**src/swsc_pkg.sv**
```systemverilog
package swsc_pkg;
  // Register offsets on the serial register port
  localparam logic [7:0] SWSC_OFS_SYSCTL2 = 8'h2b;
  localparam logic [7:0] SWSC_OFS_IRQWAKE = 8'h2c;
  // System control two fields
  localparam int SWSC_B_SELF_TEST = 7;
  localparam int SWSC_B_SOFT_RST = 6;
  localparam int SWSC_B_SLP_OS_HI = 4;
  localparam int SWSC_B_SLP_OS_LO = 3;
  localparam int SWSC_B_AUTO_SLP = 2;
  localparam int SWSC_B_WAKE_OS_HI = 1;
  localparam int SWSC_B_WAKE_OS_LO = 0;
  // Interrupt and wake control fields
  localparam int SWSC_B_BUF_HOLD = 7;
  localparam int SWSC_B_WAKE_ON_TRANSIENT = 6;
  localparam int SWSC_B_WAKE_ORIENT = 5;
  localparam int SWSC_B_WAKE_PULSE = 4;
  localparam int SWSC_B_WAKE_FFMT = 3;
  localparam int SWSC_B_IRQ_POL = 1;
  localparam int SWSC_B_IRQ_DRV = 0;
  // Reset values
  localparam logic [7:0] SWSC_RST_SYSCTL2 = 8'h00;
  localparam logic [7:0] SWSC_RST_IRQWAKE = 8'h00;
  // Writable masks (bit 5 of control two and bit 2 of wake control unused)
  localparam logic [7:0] SWSC_WMASK_SYSCTL2 = 8'hdf;
  localparam logic [7:0] SWSC_WMASK_IRQWAKE = 8'hfb;
  // Boot length after a soft reset, in cycles of clk_in
  localparam int SWSC_BOOT_NS = 500;
  localparam int SWSC_CLK_NS = 50;
  localparam int SWSC_BOOT_CYC = (SWSC_BOOT_NS + SWSC_CLK_NS - 1) / SWSC_CLK_NS;
  localparam int SWSC_NUM_IRQ = 2;
  // Oversampling schemes
  typedef enum logic [1:0] {
    SWSC_OS_NORMAL = 2'b00,
    SWSC_OS_LNLP = 2'b01,
    SWSC_OS_HIRES = 2'b10,
    SWSC_OS_LOWPWR = 2'b11
  } swsc_os_t;
  // Power state, Gray coded along standby-wake-sleep
  typedef enum logic [1:0] {
    SWSC_ST_STANDBY = 2'b00,
    SWSC_ST_WAKE = 2'b01,
    SWSC_ST_SLEEP = 2'b11
  } swsc_mode_t;
endpackage

```
**src/swsc_sync.sv**
```systemverilog
`timescale 1ns/1ns
// Three-stage synchroniser; a change counts once stages two and three agree
module swsc_sync
  import swsc_pkg::*;
#(
  parameter int W = 1
) (
  input wire logic clk_in,
  input wire logic rst_n_in,
  input wire logic [W-1:0] d_in,
  output logic [W-1:0] q_out
);
  logic [W-1:0] s1_r;
  logic [W-1:0] s2_r;
  logic [W-1:0] s3_r;

  always_ff @(posedge clk_in or negedge rst_n_in) begin
    if (!rst_n_in) begin
      s1_r <= '0;
      s2_r <= '0;
      s3_r <= '0;
    end else begin
      s1_r <= d_in;
      s2_r <= s1_r;
      s3_r <= s2_r;
    end
  end

  genvar i;
  generate
    for (i = 0; i < W; i++) begin : g_bit
      always_ff @(posedge clk_in or negedge rst_n_in) begin
        if (!rst_n_in) begin
          q_out[i] <= 1'b0;
        end else if (s2_r[i] == s3_r[i]) begin
          q_out[i] <= s3_r[i];
        end
      end
    end
  endgenerate
endmodule

```
**src/swsc_irq_pad.sv**
```systemverilog
`timescale 1ns/1ns
// One interrupt pad: polarity and drive type applied to an active-high request
module swsc_irq_pad
  import swsc_pkg::*;
(
  input wire logic clk_in,
  input wire logic rst_n_in,
  input wire logic req_in,
  input wire logic pol_high_in,
  input wire logic open_drain_in,
  output logic pad_o_out,
  output logic pad_oe_out
);
  logic lvl;
  assign lvl = pol_high_in ? req_in : ~req_in;

  always_ff @(posedge clk_in or negedge rst_n_in) begin
    if (!rst_n_in) begin
      pad_o_out <= 1'b1;
      pad_oe_out <= 1'b1;
    end else begin
      // Open drain only pulls low, so an idle high level is left to the pull-up
      pad_o_out <= open_drain_in ? 1'b0 : lvl;
      pad_oe_out <= open_drain_in ? ~lvl : 1'b1;
    end
  end
endmodule

```
**src/swsc_top.sv**
```systemverilog
`timescale 1ns/1ns
// How it works
// - Self-test bit set drives the axis stimulus; clearing removes it.
// - Writing one to soft reset resets at once and reloads all defaults.
// - Soft reset also resets the serial register port logic.
// - Soft reset bit clears after boot and always reads zero.
// - Two 2-bit oversampling fields, wake and sleep, default normal.
// - Oversampling ratio follows scheme and sample rate, e.g. 1024 high-res.
// - Auto-sleep enable resets to zero; zero forbids automatic sleep.
// - Buffer hold zero: flush FIFO on every wake/sleep change.
// - Buffer hold one: keep FIFO, drop samples until host empties it.
// - Sample during hold before emptying sets error flag until emptied.
// - Four wake source bits let their interrupts wake from sleep.
// - Polarity bit zero active low, one active high.
// - Drive bit zero push-pull, one open drain.
// - Wake control layout: hold 7, wake 6..3, unused 2, pol 1, drive 0.
// - Auto-sleep after programmed inactivity switches to sleep rate.
module swsc_top
  import swsc_pkg::*;
#(
  parameter int RATE_W = 3
) (
  // Clock and reset
  input wire logic clk_in,
  input wire logic rst_n_in,
  // Serial register port, decoded byte accesses
  input wire logic reg_wr_in,
  input wire logic reg_rd_in,
  input wire logic [7:0] reg_addr_in,
  input wire logic [7:0] reg_wdata_in,
  output logic [7:0] reg_rdata_out,
  output logic reg_hit_out,
  output logic bus_reset_out,
  // Power mode control
  input wire logic active_in,
  input wire logic inactivity_done_in,
  input wire logic [RATE_W-1:0] wake_rate_in,
  input wire logic [RATE_W-1:0] sleep_rate_in,
  // Function events and sample timing
  input wire logic evt_transient_in,
  input wire logic evt_orientation_in,
  input wire logic evt_pulse_in,
  input wire logic evt_freefall_motion_in,
  input wire logic sample_tick_in,
  input wire logic fifo_empty_in,
  input wire logic [SWSC_NUM_IRQ-1:0] irq_req_in,
  // Outputs to the sensing path and FIFO
  output logic self_test_stim_out,
  output logic [1:0] os_scheme_out,
  output logic [10:0] os_ratio_out,
  output logic [RATE_W-1:0] output_sample_rate_out,
  output logic [1:0] system_mode_status_out,
  output logic buffer_hold_error_out,
  output logic fifo_flush_out,
  output logic fifo_accept_out,
  output logic booting_out,
  // Interrupt pads
  output logic [SWSC_NUM_IRQ-1:0] irq_pad_o_out,
  output logic [SWSC_NUM_IRQ-1:0] irq_pad_oe_out
);
  logic self_test_enable_r;
  logic [1:0] sleep_oversampling_scheme_r;
  logic auto_sleep_enable_r;
  logic [1:0] wake_oversampling_scheme_r;
  logic [7:0] interrupt_wake_control_r;
  logic soft_rst_r;
  logic [7:0] boot_cnt_r;
  swsc_mode_t mode_r;
  swsc_mode_t mode_nxt;
  logic hold_r;
  logic buffer_hold_error_r;
  logic flush_r;
  logic [7:0] rdata_r;
  logic hit_r;
  logic [3:0] evt_sync;
  logic wake_evt;
  logic [7:0] sysctl2_rd;

  function automatic logic sel(input logic [7:0] a, input logic [7:0] ofs);
    sel = (a == ofs);
  endfunction

  // Asynchronous events from the detection functions
  swsc_sync #(.W(4)) u_evt_sync (
    .clk_in(clk_in),
    .rst_n_in(rst_n_in),
    .d_in({evt_transient_in, evt_orientation_in, evt_pulse_in, evt_freefall_motion_in}),
    .q_out(evt_sync)
  );

  always_ff @(posedge clk_in or negedge rst_n_in) begin
    if (!rst_n_in) begin
      soft_rst_r <= 1'b0;
    end else begin
      soft_rst_r <= reg_wr_in && !booting_out && sel(reg_addr_in, SWSC_OFS_SYSCTL2)
        && reg_wdata_in[SWSC_B_SOFT_RST];
    end
  end

  always_ff @(posedge clk_in or negedge rst_n_in) begin
    if (!rst_n_in) begin
      boot_cnt_r <= 8'h00;
    end else if (soft_rst_r) begin
      boot_cnt_r <= 8'(SWSC_BOOT_CYC);
    end else if (boot_cnt_r != 8'h00) begin
      boot_cnt_r <= boot_cnt_r - 8'h01;
    end
  end
  assign booting_out = soft_rst_r || (boot_cnt_r != 8'h00);
  assign bus_reset_out = booting_out;

  // register writes, defaults on soft reset
  always_ff @(posedge clk_in or negedge rst_n_in) begin
    if (!rst_n_in) begin
      self_test_enable_r <= SWSC_RST_SYSCTL2[SWSC_B_SELF_TEST];
      sleep_oversampling_scheme_r <= SWSC_RST_SYSCTL2[SWSC_B_SLP_OS_HI:SWSC_B_SLP_OS_LO];
      auto_sleep_enable_r <= SWSC_RST_SYSCTL2[SWSC_B_AUTO_SLP];
      wake_oversampling_scheme_r <= SWSC_RST_SYSCTL2[SWSC_B_WAKE_OS_HI:SWSC_B_WAKE_OS_LO];
    end else if (booting_out) begin
      self_test_enable_r <= SWSC_RST_SYSCTL2[SWSC_B_SELF_TEST];
      sleep_oversampling_scheme_r <= SWSC_RST_SYSCTL2[SWSC_B_SLP_OS_HI:SWSC_B_SLP_OS_LO];
      auto_sleep_enable_r <= SWSC_RST_SYSCTL2[SWSC_B_AUTO_SLP];
      wake_oversampling_scheme_r <= SWSC_RST_SYSCTL2[SWSC_B_WAKE_OS_HI:SWSC_B_WAKE_OS_LO];
    end else if (reg_wr_in && sel(reg_addr_in, SWSC_OFS_SYSCTL2)
                 && !reg_wdata_in[SWSC_B_SOFT_RST]) begin
      self_test_enable_r <= reg_wdata_in[SWSC_B_SELF_TEST];
      sleep_oversampling_scheme_r <= reg_wdata_in[SWSC_B_SLP_OS_HI:SWSC_B_SLP_OS_LO];
      auto_sleep_enable_r <= reg_wdata_in[SWSC_B_AUTO_SLP];
      wake_oversampling_scheme_r <= reg_wdata_in[SWSC_B_WAKE_OS_HI:SWSC_B_WAKE_OS_LO];
    end
  end

  // wake control register, unused bit held at zero
  always_ff @(posedge clk_in or negedge rst_n_in) begin
    if (!rst_n_in) begin
      interrupt_wake_control_r <= SWSC_RST_IRQWAKE;
    end else if (booting_out) begin
      interrupt_wake_control_r <= SWSC_RST_IRQWAKE;
    end else if (reg_wr_in && sel(reg_addr_in, SWSC_OFS_IRQWAKE)) begin
      interrupt_wake_control_r <= reg_wdata_in & SWSC_WMASK_IRQWAKE;
    end
  end

  // soft reset bit always reads zero
  always_comb begin
    sysctl2_rd = 8'h00;
    sysctl2_rd[SWSC_B_SELF_TEST] = self_test_enable_r;
    sysctl2_rd[SWSC_B_SLP_OS_HI:SWSC_B_SLP_OS_LO] = sleep_oversampling_scheme_r;
    sysctl2_rd[SWSC_B_AUTO_SLP] = auto_sleep_enable_r;
    sysctl2_rd[SWSC_B_WAKE_OS_HI:SWSC_B_WAKE_OS_LO] = wake_oversampling_scheme_r;
  end

  // Read data registered one cycle after the strobe; unmapped offsets read zero
  always_ff @(posedge clk_in or negedge rst_n_in) begin
    if (!rst_n_in) begin
      rdata_r <= 8'h00;
      hit_r <= 1'b0;
    end else if (booting_out) begin
      rdata_r <= 8'h00;
      hit_r <= 1'b0;
    end else if (reg_rd_in) begin
      hit_r <= sel(reg_addr_in, SWSC_OFS_SYSCTL2) || sel(reg_addr_in, SWSC_OFS_IRQWAKE);
      if (sel(reg_addr_in, SWSC_OFS_SYSCTL2)) begin
        rdata_r <= sysctl2_rd;
      end else if (sel(reg_addr_in, SWSC_OFS_IRQWAKE)) begin
        rdata_r <= interrupt_wake_control_r;
      end else begin
        rdata_r <= 8'h00;
      end
    end
  end
  assign reg_rdata_out = rdata_r;
  assign reg_hit_out = hit_r;

  assign self_test_stim_out = self_test_enable_r;

  // only enabled sources wake the device
  assign wake_evt =
      (interrupt_wake_control_r[SWSC_B_WAKE_ON_TRANSIENT] && evt_sync[3])
    || (interrupt_wake_control_r[SWSC_B_WAKE_ORIENT] && evt_sync[2])
    || (interrupt_wake_control_r[SWSC_B_WAKE_PULSE] && evt_sync[1])
    || (interrupt_wake_control_r[SWSC_B_WAKE_FFMT] && evt_sync[0]);

  always_comb begin
    mode_nxt = mode_r;
    unique case (mode_r)
      SWSC_ST_STANDBY: begin
        if (active_in) begin
          mode_nxt = SWSC_ST_WAKE;
        end
      end
      SWSC_ST_WAKE: begin
        if (!active_in) begin
          mode_nxt = SWSC_ST_STANDBY;
        end else if (auto_sleep_enable_r && inactivity_done_in) begin
          mode_nxt = SWSC_ST_SLEEP;
        end
      end
      SWSC_ST_SLEEP: begin
        if (!active_in) begin
          mode_nxt = SWSC_ST_STANDBY;
        end else if (wake_evt || !auto_sleep_enable_r) begin
          mode_nxt = SWSC_ST_WAKE;
        end
      end
      default: mode_nxt = SWSC_ST_STANDBY;
    endcase
  end

  always_ff @(posedge clk_in or negedge rst_n_in) begin
    if (!rst_n_in) begin
      mode_r <= SWSC_ST_STANDBY;
    end else if (booting_out) begin
      mode_r <= SWSC_ST_STANDBY;
    end else begin
      mode_r <= mode_nxt;
    end
  end

  logic ws_change;
  assign ws_change = (mode_r != mode_nxt) && (mode_r != SWSC_ST_STANDBY)
    && (mode_nxt != SWSC_ST_STANDBY);

  always_ff @(posedge clk_in or negedge rst_n_in) begin
    if (!rst_n_in) begin
      flush_r <= 1'b0;
      hold_r <= 1'b0;
      buffer_hold_error_r <= 1'b0;
    end else if (booting_out) begin
      flush_r <= 1'b0;
      hold_r <= 1'b0;
      buffer_hold_error_r <= 1'b0;
    end else begin
      flush_r <= ws_change && !interrupt_wake_control_r[SWSC_B_BUF_HOLD];
      if (ws_change && interrupt_wake_control_r[SWSC_B_BUF_HOLD] && !fifo_empty_in) begin
        hold_r <= 1'b1;
      end else if (fifo_empty_in) begin
        hold_r <= 1'b0;
      end
      // Emptying clears the flag; a sample in the same cycle cannot land in an empty FIFO
      if (fifo_empty_in) begin
        buffer_hold_error_r <= 1'b0;
      end else if (hold_r && sample_tick_in) begin
        buffer_hold_error_r <= 1'b1;
      end
    end
  end
  assign fifo_flush_out = flush_r;
  assign fifo_accept_out = !hold_r && !booting_out;
  assign buffer_hold_error_out = buffer_hold_error_r;
  assign system_mode_status_out = (mode_r == SWSC_ST_SLEEP) ? 2'b10 :
    (mode_r == SWSC_ST_WAKE) ? 2'b01 : 2'b00;

  // scheme and rate by current mode
  assign os_scheme_out = (mode_r == SWSC_ST_SLEEP) ? sleep_oversampling_scheme_r
    : wake_oversampling_scheme_r;
  assign output_sample_rate_out = (mode_r == SWSC_ST_SLEEP) ? sleep_rate_in : wake_rate_in;

  // oversampling ratio table, log2 by rate (0 = 800 Hz .. 7 = 1.56 Hz)
  function automatic logic [10:0] os_ratio(input logic [1:0] s, input logic [2:0] r);
    logic [3:0] lg;
    lg = 4'd1;
    unique case (s)
      2'b00: lg = (r == 3'd7) ? 4'd7 : (r == 3'd6) ? 4'd5 : (r == 3'd5) ? 4'd4
        : (r == 3'd0) ? 4'd1 : 4'd2;
      2'b01: lg = (r == 3'd7) ? 4'd5 : (r == 3'd6) ? 4'd3 : (r == 3'd0) ? 4'd1 : 4'd2;
      2'b10: lg = (r == 3'd7) ? 4'd10 : (r == 3'd6) ? 4'd8 : (r == 3'd5) ? 4'd7
        : (r == 3'd4) ? 4'd5 : (r == 3'd3) ? 4'd4 : (r == 3'd2) ? 4'd3
        : (r == 3'd1) ? 4'd2 : 4'd1;
      2'b11: lg = (r == 3'd7) ? 4'd4 : (r == 3'd6) ? 4'd2 : 4'd1;
    endcase
    os_ratio = 11'h001 << lg;
  endfunction

  always_ff @(posedge clk_in or negedge rst_n_in) begin
    if (!rst_n_in) begin
      os_ratio_out <= 11'h002;
    end else begin
      os_ratio_out <= os_ratio(os_scheme_out, 3'(output_sample_rate_out));
    end
  end

  genvar gi;
  generate
    for (gi = 0; gi < SWSC_NUM_IRQ; gi++) begin : g_pad
      swsc_irq_pad u_pad (
        .clk_in(clk_in),
        .rst_n_in(rst_n_in),
        .req_in(irq_req_in[gi]),
        .pol_high_in(interrupt_wake_control_r[SWSC_B_IRQ_POL]),
        .open_drain_in(interrupt_wake_control_r[SWSC_B_IRQ_DRV]),
        .pad_o_out(irq_pad_o_out[gi]),
        .pad_oe_out(irq_pad_oe_out[gi])
      );
    end
  endgenerate
endmodule

```
**config.mk**
```make
export PLATFORM = sky130hd
export DESIGN_NAME = swsc_top
export DESIGN_NICKNAME = d
export VERILOG_FILES = /design/src/swsc_pkg.sv /design/src/swsc_sync.sv /design/src/swsc_irq_pad.sv /design/src/swsc_top.sv
export SDC_FILE = /design/constraint.sdc
export NUM_CORES = 1
export LEC_CHECK = 0
export BUFFER_PORTS_ARGS = -buffer_cell sky130_fd_sc_hd__buf_2
export CAP_MARGIN = 20
export CELL_PAD_IN_SITES_DETAIL_PLACEMENT = 1
export CELL_PAD_IN_SITES_GLOBAL_PLACEMENT = 1
export CORE_UTILIZATION = 38
export CTS_CLUSTER_DIAMETER = 200
export DETAILED_ROUTE_END_ITERATION = 6
export PLACE_DENSITY = 0.79
export SYNTH_ARGS = -nofsm -noshare
export SYNTH_HDL_FRONTEND = slang
export SYNTH_HIERARCHICAL = 1
export SYNTH_SLANG_ARGS = --single-unit
export TNS_END_PERCENT = 10
```
**constraint.sdc**
```tcl
create_clock -name clk_in -period 5.7 [get_ports clk_in]
set_input_delay 1.425 -clock clk_in [delete_from_list [all_inputs] [get_ports clk_in]]
set_output_delay 1.425 -clock clk_in [all_outputs]
set_load 0.005 [all_outputs]
```
Yosys cells after proc, flatten, opt, wreduce, memory -nomap -nowiden. Index checks and enable logic that the tools add are counted.

Bits in registers: 68. Input port bits: 36. Output and inout port bits: 37. Logic and storage cells: 150.

Add/subtract/negate cells: 1. Eq/ne operators: 19. Shift operators: 1. Multiplexer cells: 58. Bitwise operators: 4. Reduce and logical (&&, ||, !) cells: 42.

Operators with widths (number): $mux 8 (8); $mux 2 (17); $mux 1 (20); $mux 4 (5); $logic_and 1x1->1 (18); $mux 3 (6); $eq 8x6->1 const B (2); $pmux 4 s4 (1); $eq 3x3->1 const B (4); $reduce_bool 2->1 (6); $shl 1x4->11 const A (1); $reduce_bool 8->1 (1); $sub 8x1->8 const B (1); $eq 2x2->1 const B (3); $eq 3x2->1 const B (2); $logic_not 1->1 (6); $logic_or 1x1->1 (6); $pmux 2 s3 (1); $reduce_bool 3->1 (2); $eq 1x1->1 (4); $eq 2x1->1 const B (2); $logic_not 2->1 (2); $not 1->1 (4); $eq 3x1->1 const B (1); 2 further kinds (2).

Longest topological paths before layout. Gate-level depths: netlist of run 1.

Word-level depth: 15. Mapped depth: 7. Gate-level depth less buffers: 6.

Modules after synthesis. Netlist of run 1, hierarchy kept.

By module, submodules not included: swsc_top (times used 1, cells each 250, area an instance 2491.1 µm², sequential area each 1177.4 µm²); swsc_sync (times used 1, cells each 20, area an instance 445.4 µm², sequential area each 400.4 µm²); swsc_irq_pad (times used 2, cells each 6, area an instance 75.1 µm², sequential area each 52.6 µm²).

Least setup slack after synthesis of run 1. No wires, ideal clock.

Path kind: in2out. Start: input port wake_rate_in[2]. End: output port output_sample_rate_out[2]. Data arrival time: 1865 ps. Path slack: 2410 ps. Stages on the path: 3. Path buffers: 0. Path through: a21bo_2 and2_1 inv_1.

Word-level cells in the longest chain between the ends: 1.

RTL lines: from (decl) (line swsc_top.sv:37) `input wire logic [RATE_W-1:0] wake_rate_in,`; $mux 3 (line swsc_top.sv:257) `assign output_sample_rate_out = (mode_r == SWSC_ST_SLEEP) ? sleep_rate_in : wake_rate_in;`; to (decl) (line swsc_top.sv:51) `output logic [RATE_W-1:0] output_sample_rate_out,`.

Every way passes these cells.

Final worst setup path of run 1.
Start: register boot_cnt_r[0]. End: output port fifo_accept_out.

Word-level cells in the longest chain between the ends: 4.

RTL lines: from (decl) (line swsc_top.sv:67) `logic [7:0] boot_cnt_r;`; from (signal assigned) (line swsc_top.sv:104) `boot_cnt_r <= 8'(SWSC_BOOT_CYC);`; from (signal assigned) (line swsc_top.sv:106) `boot_cnt_r <= boot_cnt_r - 8'h01;`; $reduce_bool 8->1 (line swsc_top.sv:109) `assign booting_out = soft_rst_r || (boot_cnt_r != 8'h00);`; $logic_or 1x1->1 (line swsc_top.sv:109); $logic_not 1->1 (line swsc_top.sv:249) `assign fifo_accept_out = !hold_r && !booting_out;`; $logic_and 1x1->1 (line swsc_top.sv:249); to (decl) (line swsc_top.sv:55) `output logic fifo_accept_out,`.

Every way passes these cells.

==> metrics.txt, run 1 <==
status=finished, final reports clean; reg2reg end=os_ratio_out[5]$_DFF_PN0_; critical setup path kind=reg -> out; Core Rows=32; CTS tree=yes; post-route non-filler standard cell count=462; worst r2r path cells=5; Clock Skew=roughly 0.0072 ns; Overflow after GRT=0; final worst path period need=3.92 ns; vias in the first global route=approximately 2500; launch point of the worst path=boot_cnt_r[0]$_DFFE_PN0P_; required time worst endpoint=around 4.3 ns; critical path fanouts, max=31; area of the die=between 0.008 and 0.009 sq mm; vias=about 2400; Crit. End Element=primary output; Synth Register Bits=67; worst-margin pin slew=~0.66 ns; Synth async-reset ratio=between 90% and 100%; WL/cell=roughly 16 microns; CTS H-tree depth=3; final-report max-slew violation count=0; nets@finish=around 400; layout cells sized above 1=a little under a third; CTS buffer count=9; leak pwr=~1.8 nW; root buffer cell=clkbuf_8; Power Density=roughly 320 mW/mm^2; yosys warns=6; Final Cell Area=0.00378 sq mm; Synth area leader=dfrtp_1; final hold violation count=0; maximum capacitance violations=0; Seq/Total Area, Yosys=54.5%; post-CTS setup repair buffer count=0; Area Growth Syn to Fin=22.3%; Iteration-0 DRC Markers=82; Tcrit/Tclk final=~69%; Inst Count DP=about 450; hpwl dp=5240 microns; EDFF count, synth=0; critical path endpoint=fifo_accept_out; FF-to-FF setup slack=3.22 ns; Fin Hold WS=~0.35 ns; Core Area=a little under 0.008 sq mm; first-pass GRT wire length=around 12000 microns; worst vdd ir=between 0.1 and 0.15 mV; GR Util All Layers=between 10% and 20%; largest net degree at the start of global routing=between 40 and 50; syn avg cell area=approximately 11 sq um; Post-CTS Hold Fix Bufs=0; post-synthesis cell type count=between 50 and 60; RR Startpoint=mode_r[1]$_DFF_PN0_; antenna violations before repair=0; CTS Sinks=67; vias per inst=slightly above 5; synth top area cells=dfrtp_1, mux2i_1, dfstp_2; Slew headroom=55.9%; # resized after CTS=0; ant diodes=0; synthesized instance count=approximately 280; Worst-path clk slew=0.07 ns; RSZ-0062 raised after global routing=no; Post-Route Setup TNS=0 ns; CP max stage cell=or3b_4; die width=around 92 microns; CP Cell Sequence=inv_1 > ha_1 > or3b_4 > nor3_4 > nand2b_2 > nor2_1 > buf_2; filler cell count=between 800 and 900; Clock Path Buffers=2; post-synth top area share=between 50% and 60%; clk_lat worst skew=0.33 ns; die height=92.1 microns; Netlist Area Pre-Place=just over 0.003 sq mm; WP data arrival=2.50 ns; DRT Pass-1 Iters=4; Final Routed Wirelength=between 7000 and 8000 microns; placed inst area=~0.0035 sq mm; Main synth FF type=dfrtp_1; worst hold path type=reg -> reg; gpl congestion=0.812; CP startpoint kind=flip-flop; Initial Util=between 30% and 40%; I/O pin total=73; post-detailed-route count of antenna-violating nets=0; port bufs=between 70 and 80; # DRC=0; crit-path max cell delay=approximately 0.43 ns; Max Fclk=~0.25 GHz; Setup violations, final=0
## worst max-delay path: cells and delay by family (launching register included)
kind	cells	cell delay, ns
adders and majority gates	1	0.20
buffers and inverters	2	0.23
DFF	1	0.38
and+or+nand+nor	4	1.34
## final cells by class
cell class / count / area [sq um] / area share, %
tap: 102 / 128 / 3.38
clock inverter: 6 / 111 / 2.95
multi-input combinational: 193 / 1310 / 34.6
timing repair buffer: 73 / 368 / 9.74
sequential: 67 / 1680 / 44.6
clock buffer: 10 / 138 / 3.64
inverter: 11 / 41.3 / 1.09
## cell usage after synthesis (all sizes together), types with 2 or more instances
cell type   n
dfrtp      62
nor2       33
mux2i      19
a21oi      18
inv        11
nand2       9
nor3        9
clkbuf      8
nand2b      8
nor2b       8
o21ai       6
a22o        5
buf         5
dfstp       5
or2         5
xnor2       5
xor2        5
maj3        4
nand3       4
nand4       4
nand4b      4
a211oi      3
a22oi       3
and2        3
nor3b       3
or3b        3
a31oi       2
and3        2
nand3b      2
nand4bb     2
nor4bb      2
or3         2
or4         2
## kinds of logic (layout without fill, tap and decap cells)
group	after synthesis	count (layout)	share of synthesized area [%]
compound gates	46	46	9.73
xor+xnor	10	10	2.84
fa+ha+maj	5	5	1.86
buf+inv	24	100	3.36
flops	67	67	54.5
mux	20	20	6.53
other cells	1	3	0.121
simple gates	109	109	21.0
## layout by cell type, fill, tap and decap left out, types with 5 or more instances in the layout
| cell | n |
|---|---|
| o21ai_0 | 6 |
| a21oi_1 | 18 |
| nor2b_1 | 8 |
| nand2_1 | 9 |
| nor3_1 | 8 |
| a22o_1 | 5 |
| buf_2 | 72 |
| inv_1 | 11 |
| clkbuf_8 | 10 |
| dfstp_2 | 5 |
| dfrtp_1 | 62 |
| xor2_1 | 5 |
| mux2i_1 | 19 |
| nand2b_1 | 7 |
| xnor2_1 | 5 |
| nor2_1 | 33 |
## registers in the layout (all words and copies together) (netlist names)
name                         flops
os_ratio_out                    11
reg_hit_out                      1
u_evt_sync/q_out                 4
boot_cnt_r                       8
hold_r                           1
g_pad.u_pad/pad_oe_out           2
auto_sleep_enable_r              1
wake_oversampling_scheme_r       2
u_evt_sync/s1_r                  4
reg_rdata_out                    8
g_pad.u_pad/pad_o_out            2
buffer_hold_error_out            1
sleep_oversampling_scheme_r      2
mode_r                           2
soft_rst_r                       1
self_test_stim_out               1
u_evt_sync/s3_r                  4
interrupt_wake_control_r         7
u_evt_sync/s2_r                  4
fifo_flush_out                   1
## power by group
part	switching, mW	internal [mW]
combinational	0.0944	0.0822
clock	0.183	0.303
sequential	0.0369	0.515
## through the flow
stage	setup slack (ns)	util [%]	power [mW]
2_1_floorplan	2.41	-	0.674
3_3_place_gp	2.10	45.2	0.726
3_5_place_dp	2.07	45.2	0.740
4_1_cts	1.73	48.4	1.23
5_1_grt	1.57	48.4	1.28
6_report	1.78	48.4	1.22
## worst min-delay path by stage
| stage | end | from | cells past startpoint | slack (ns) |
|---|---|---|---|---|
| after floorplan | u_evt_sync/s2_r[0]$_DFF_PN0_ | u_evt_sync/s1_r[0]$_DFF_PN0_ | 0 | 0.33 |
| after global placement | u_evt_sync/s2_r[3]$_DFF_PN0_ | u_evt_sync/s1_r[3]$_DFF_PN0_ | 0 | 0.33 |
| after detailed placement | u_evt_sync/s2_r[2]$_DFF_PN0_ | u_evt_sync/s1_r[2]$_DFF_PN0_ | 0 | 0.34 |
| after CTS | u_evt_sync/s2_r[3]$_DFF_PN0_ | u_evt_sync/s1_r[3]$_DFF_PN0_ | 0 | 0.35 |
| after global routing | u_evt_sync/s2_r[2]$_DFF_PN0_ | u_evt_sync/s1_r[2]$_DFF_PN0_ | 0 | 0.36 |
| final | u_evt_sync/s2_r[3]$_DFF_PN0_ | u_evt_sync/s1_r[3]$_DFF_PN0_ | 0 | 0.35 |
## per-layer routing
metal	part of all wire (%)	GRT usage [%]	vias to the layer above
met3	3.8	3.90	7
li1	-	-	1136
met4	1.1	6.64	0
met2	49	31.2	62
met1	46	24.9	1183
met5	0	0	-
Note: power is estimated with default switching activity, not from simulation.
==> run 2, diff against run 1 <==
- ABC_AREA: unset -> 1
- CORE_UTILIZATION: 38 -> 35
- clock period: 5.7 -> 3.5 ns (I/O delays scaled with it)
==> metrics.txt, run 2 <==
combinational fraction of design power=15.2% (+0.7 points); Overflow after GRT=0 (unchanged); Crit. End Element=primary output; port bufs=72 (unchanged); RR Startpoint=boot_cnt_r[0]$_DFFE_PN0P_; Final Routed Wirelength=7200 microns (-3.0%); hold path depth=0 (unchanged); layout cells sized above 1=27.1% (-3.2 points); Worst Min Path Start=u_evt_sync/s1_r[1]$_DFF_PN0_; final hold violation count=0 (unchanged); Switching Fraction=30.4% (+4.5 points); ant diodes=0 (unchanged); worst vdd ir=0.296 mV (+100%); critical path fanouts, max=17 (-45%); Tcrit/Tclk final=between 80% and 90%; CTS buffer count=9 (unchanged); first-pass GRT wire length=12300 microns (-1.1%); Synth async-reset ratio=100% (unchanged); status=finished, final reports clean; post-detailed-route count of antenna-violating nets=0 (unchanged); CTS H-tree depth=3 (unchanged); I/O pin total=73 (unchanged); Seq/Total Area, Yosys=56.0% (+1.5 points); vias in the first global route=2673 (+7.5%); clk_lat worst skew=0.35 ns (+0.02 ns); largest net degree at the start of global routing=38 (-14%); DRT Pass-1 Iters=4 (unchanged); worst r2r path cells=9 (+4); clock network power share=33.1% (-6.9 points); max FFs per register=11 (unchanged); post-synthesis cell type count=39 (-33%); Setup violations, final=0 (unchanged); area of the die=0.00896 sq mm (+5.5%); synth top area cells=dfrtp_1, nand2_1, inv_1; worst-margin pin slew=0.842 ns (+0.180 ns); Max Fclk=between 0.3 and 0.4 GHz; Tot Pwr=1.74 mW (+43%); WP data arrival=2.16 ns (-0.34 ns); post-CTS setup repair buffer count=0 (unchanged); Clock Skew=0.00883 ns (+0.00165 ns); CP Cell Sequence=inv_1 > ha_1 > nor3b_4 > nand4_4 > nor2_8 > inv_4 > nor2_1 > buf_2; Buf/Inv on CP=3 (+1); Flop pwr share=51.7% (+6.3 points); required time worst endpoint=2.62 ns (-1.66 ns); family with the most delay on the worst path=simple AND/OR/NAND/NOR gates; FF-to-FF setup slack=1.42 ns (-1.80 ns); final-report max-slew violation count=0 (unchanged); CTS Sinks=67 (unchanged); switching pwr=528 uW (+68%); Synth area leader=dfrtp_1; Main synth FF type=dfrtp_1; CTS tree=yes; reg2reg end=reg_hit_out$_DFFE_PN0P_; yosys warns=6 (unchanged); placed inst area=0.00347 sq mm (-1.6%); post-synth top area share=51.6% (+1.4 points); Synth Register Bits=67 (unchanged); Clock Path Buffers=2 (unchanged); crit-path max cell delay=0.39 ns (-0.04 ns); # DRC=0 (unchanged); most frequent cells in the layout=nand2_1, buf_2, dfrtp_1; nets@finish=457 (+17%); Post-CTS Hold Fix Bufs=0 (unchanged); hpwl dp=5660 microns (+8.0%); maximum capacitance violations=0 (unchanged); vias=2568 (+7.5%); EDFF count, synth=0 (unchanged); gpl congestion=0.874 (+7.7%); # resized after CTS=0 (unchanged); Internal=1.21 mW (+34%); CP max stage cell=dfrtp_1; Area Growth Syn to Fin=21.4%; CP startpoint kind=flip-flop; die height=94.6 microns (+2.7%); GR Util All Layers=18.2% (-0.78 points); Core Area=0.00826 sq mm (+5.8%); top cells by count, synth=nand2_1, dfrtp_1, inv_1; Worst-path clk slew=0.08 ns (about the same); die width=94.6 microns (+2.7%); syn avg cell area=8.81 sq um (-20%); commonest non-fill, non-tap cell in the layout=nand2_1; RSZ-0062 raised after global routing=no; vias per inst=4.85 (-6.3%); most common cell in the netlist=nand2_1; WP depth=8 (+1); Final Cell Area=0.00365 sq mm (-3.4%); Initial Util=36.4% (-3.2 points); Biggest register=os_ratio_out; leak pwr=1.93 nW (+5.0%); WL/cell=13.6 microns (-15%); critical setup path kind=reg -> out; Post-Route Setup TNS=0 ns (unchanged); Iteration-0 DRC Markers=134 (+63%); root buffer cell=clkbuf_8; Slew headroom=43.9% (-12 points); synthesized instance count=341 (+21%); worst hold path type=reg -> reg; final worst path period need=between 3 and 4 ns; Power Density=477 mW/mm^2 (+48%); Netlist Area Pre-Place=0.00300 sq mm (-2.7%); Core Rows=33 (+3.1%); Worst Hold Path EP=u_evt_sync/s2_r[1]$_DFF_PN0_; antenna violations before repair=0 (unchanged)
==> run 2: cell types whose count changed after synthesis, moves of 7 or more <==
cell	previous run	this run
nand2_1	9	96
nand3_1	4	26
nor2b_1	8	0
nand2b_1	7	0
inv_1	11	43
nor2_1	33	26
mux2i_1	19	0
clkbuf_1	8	1
a21oi_1	18	11
==> run 2: stage by stage <==
step | util [%] | instances | hold slack [ns] | worst slack [ns]
after floorplan | - | 343 | 0.331 | 1.18
after global placement | 42.0 | 514 | 0.334 | 0.952
after detailed placement | 42.0 | 514 | 0.336 | 0.815
after CTS | 44.2 | 530 | 0.353 | 0.429
after global routing | 44.2 | 530 | 0.361 | 0.262
final | 44.2 | 530 | 0.350 | 0.462
==> run 2: how the worst max path moves through the flow <==
| stage | startpoint | end | slack (ns) |
|---|---|---|---|
| CTS | boot_cnt_r[0]$_DFFE_PN0P_ | fifo_accept_out | 0.43 |
| detailed placement | boot_cnt_r[0]$_DFFE_PN0P_ | fifo_accept_out | 0.81 |
| finish | boot_cnt_r[0]$_DFFE_PN0P_ | fifo_accept_out | 0.46 |
| global route | boot_cnt_r[0]$_DFFE_PN0P_ | fifo_accept_out | 0.26 |
| global placement | boot_cnt_r[0]$_DFFE_PN0P_ | fifo_accept_out | 0.95 |
| floorplan | boot_cnt_r[0]$_DFFE_PN0P_ | bus_reset_out | 1.18 |
==> run 2: kinds of logic after synthesis <==
family | synth area share, %
and+or+nand+nor | 27.4
DFF | 56.0
buffers and inverters | 7.75
AOI/OAI and AO/OA | 8.33
adders and majority gates | 0.416
other | 0.125
==> run 2: metal layers <==
layer | routed length [microns] | global-route usage, % | share of wire, % | vias to the layer above
met5 | 0 | 0 | 0 | -
met1 | 3160 | 22.1 | 44 | 1240
met3 | 390 | 6.36 | 5.4 | 11
li1 | - | - | - | 1248
met4 | 101 | 5.56 | 1.4 | 0
met2 | 3550 | 30.4 | 49 | 69
==> run 2: power by group through the flow <==
stage / clock network [mW] / registers (mW) / logic [mW]
floorplan: 0 / 0.902 / 0.174
global placement: 0 / 0.908 / 0.251
detailed placement: 0 / 0.914 / 0.272
CTS: 0.594 / 0.900 / 0.272
global route: 0.625 / 0.908 / 0.307
finish: 0.576 / 0.899 / 0.265
==> run 2: area by class of cell <==
class	instances	area, sq um
timing repair buffer	73	380
sequential	67	1680
multi-input combinational	222	1100
clock buffer	9	124
clock inverter	7	52.6
fill	1004	4610
inverter	47	179
tap	105	131
==> run 2: worst reg2reg max path: stages (launching register included) <==
cell,delay (ns)
dfrtp_1,0.39
inv_1,0.12
ha_1,0.22
nor3b_4,0.31
nand4_4,0.21
nor2_8,0.29
inv_4,0.11
nor2_4,0.20
nand2_1,0.08
o211ai_1,0.10
==> run 3, diff against run 2 <==
- CORE_UTILIZATION: 35 -> 36
- PLACE_DENSITY: 0.79 -> 0.8
- SYNTH_HIERARCHICAL: 1 -> unset
==> metrics.txt, run 3 <==
Synth async-reset ratio=100% (unchanged); status=finished, final reports clean; GR Util All Layers=18.3% (+0.086 points); I/O pin total=73 (unchanged); post-synth top area share=51.1% (-0.57 points); Worst Hold Path EP=u_evt_sync.s2_r[0]$_DFF_PN0_; Crit. End Element=primary output; worst r2r path cells=10 (+1); commonest non-fill, non-tap cell in the layout=buf_2; Overflow after GRT=0 (unchanged); clock network power share=38.7% (+5.6 points); Tcrit/Tclk final=84.5% (-2.3 points); Post-CTS Hold Fix Bufs=0 (unchanged); final worst path period need=2.96 ns (-0.0797 ns); Initial Util=37.2% (+0.78 points); required time worst endpoint=2.62 ns (about the same); worst hold path type=reg -> reg; Biggest register=os_ratio_out; most common cell in the netlist=nand2_1; Area Growth Syn to Fin=21.2%; Core Rows=33 (unchanged); combinational fraction of design power=13.5% (-1.7 points); RSZ-0062 raised after global routing=no; synthesized instance count=325 (-4.7%); Main synth FF type=dfrtp_1; filler cell count=1007 (+0.30%); layout cells sized above 1=31.4% (+4.3 points); first-pass GRT wire length=12300 microns (unchanged); top cells by count, synth=nand2_1, dfrtp_1, inv_1; maximum capacitance violations=0 (unchanged); Fin Hold WS=0.350 ns (+0.0000510 ns); post-detailed-route count of antenna-violating nets=0 (unchanged); Max Fclk=0.338 GHz (+2.7%); worst vdd ir=0.226 mV (-24%); Clock Path Buffers=2 (unchanged); WP data arrival=2.08 ns (-0.08 ns); multi-input logic area=0.00108 sq mm (-1.0%); Worst Min Path Start=u_evt_sync.s1_r[0]$_DFF_PN0_; Setup violations, final=0 (unchanged); Final Cell Area=0.00368 sq mm (+1.0%); post-CTS setup repair buffer count=0 (unchanged); die width=93.9 microns (-0.83%); root buffer cell=clkbuf_8; Synth Register Bits=67 (unchanged); reg2reg end=hold_r$_DFFE_PN0P_; critical setup path kind=reg -> out; CTS H-tree depth=3 (unchanged); Synth area leader=dfrtp_1; critical path fanouts, max=22 (+5); pre-CTS WS=0.895 ns (+0.0798 ns); Iteration-0 DRC Markers=45 (-66%); most frequent cells in the layout=buf_2, nand2_1, dfrtp_1; die height=93.9 microns (-0.83%); Netlist Area Pre-Place=0.00304 sq mm (+1.1%); CTS tree=yes; Switching Fraction=27.6% (-2.8 points); synth top area cells=dfrtp_1, nand2_1, inv_1; yosys warns=0 (-6); Seq. cell area=0.00168 sq mm (unchanged); CP startpoint kind=flip-flop; area of the die=0.00881 sq mm (-1.7%); Core Area=0.00818 sq mm (-1.0%); vias=2413 (-6.0%); Post-Route Setup TNS=0 ns (unchanged); placed inst area=0.00346 sq mm (-0.36%); post-synthesis cell type count=36 (-7.7%); port bufs=72 (unchanged); CTS Sinks=67 (unchanged); final hold violation count=0 (unchanged); # DRC=0 (unchanged); nets@finish=440 (-3.7%); FF-to-FF setup slack=1.54 ns (+0.12 ns); RR Startpoint=boot_cnt_r[0]$_DFFE_PN0P_; syn avg cell area=9.35 sq um (+6.1%); vias per inst=4.70 (-2.9%); antenna violations before repair=0 (unchanged); switching pwr=513 uW (-2.9%); hpwl dp=5390 microns (-4.6%); Final Routed Wirelength=7160 microns (-0.47%); EDFF count, synth=0 (unchanged); leak pwr=1.91 nW (-1.1%); DRT Pass-1 Iters=4 (unchanged); Power Density=505 mW/mm^2 (+5.8%); Internal=1.35 mW (+11%); Inst Count DP=497 (-3.3%); Tot Pwr=1.86 mW (+6.8%); # resized after CTS=0 (unchanged); clk_lat worst skew=0.34 ns (about the same); final worst setup slack=0.541 ns (+0.0797 ns); post-route non-filler standard cell count=513 (-3.2%); gpl congestion=0.785 (-10%); Clock Skew=0.00707 ns (-0.00175 ns); largest net degree at the start of global routing=29 (-24%); CTS buffer count=9 (unchanged); final-report max-slew violation count=0 (unchanged); max FFs per register=11 (unchanged); Seq/Total Area, Yosys=55.4% (-0.62 points); hold path depth=0 (unchanged); WL/cell=14.0 microns (+2.8%); Layout Utilization=45.0% (+0.89 points); Worst-path clk slew=0.08 ns (about the same); ant diodes=0 (unchanged); Flop pwr share=47.8% (-3.9 points); vias in the first global route=2597 (-2.8%)
[run 3: metal layers]
metal / wire [microns] / GRT usage (%) / vias to the layer above / share of wire, %
met5: 0 / 0 / - / 0
met4: 72 / 6.79 / 0 / 1.0
met3: 278 / 4.21 / 6 / 3.9
met2: 3580 / 30.4 / 58 / 50
met1: 3230 / 23.2 / 1146 / 45
li1: - / - / 1203 / -
[run 3: cell type report]
class | count | share of cell area, %
flip-flops and latches | 67 | 45.7
multi-input cells | 204 | 29.5
repair buffers | 75 | 10.4
inverters | 46 | 4.76
well taps | 105 | 3.57
clock buffers | 9 | 3.36
clock inverters | 7 | 2.75
[run 3: worst max-delay path, cell delays in order (launching register included)]
cell and delay (ns):
dfrtp_1 0.36, inv_1 0.13, ha_1 0.24, nand3_2 0.10
nor2_2 0.14, nand2_2 0.10, nor2_4 0.07, buf_4 0.25
inv_2 0.14, nor2_1 0.10, buf_2 0.11
[run 3: logic make-up after synthesis]
kind of cell	synth area share [%]
simple gates	24.4
flops	55.4
buf+inv	9.14
compound gates	8.61
fa+ha+maj	1.73
xor+xnor	0.577
other cells	0.123
[run 3: power by group through the flow]
stage	Clock [mW]	Combinational (mW)	Sequential, mW
detailed placement	0	0.253	0.904
finish	0.719	0.251	0.889
global placement	0	0.240	0.901
global route	0.768	0.287	0.899
floorplan	0	0.166	0.893
CTS	0.736	0.255	0.889
[run 3: worst max-delay path by stage]
stage	cells after the start	slack, ns	endpoint	from
after floorplan	8	1.37	bus_reset_out	boot_cnt_r[0]$_DFFE_PN0P_
after global placement	10	1.01	fifo_accept_out	boot_cnt_r[0]$_DFFE_PN0P_
after detailed placement	10	0.89	fifo_accept_out	boot_cnt_r[0]$_DFFE_PN0P_
after CTS	10	0.50	fifo_accept_out	boot_cnt_r[0]$_DFFE_PN0P_
after global routing	10	0.33	fifo_accept_out	boot_cnt_r[0]$_DFFE_PN0P_
final	10	0.54	fifo_accept_out	boot_cnt_r[0]$_DFFE_PN0P_
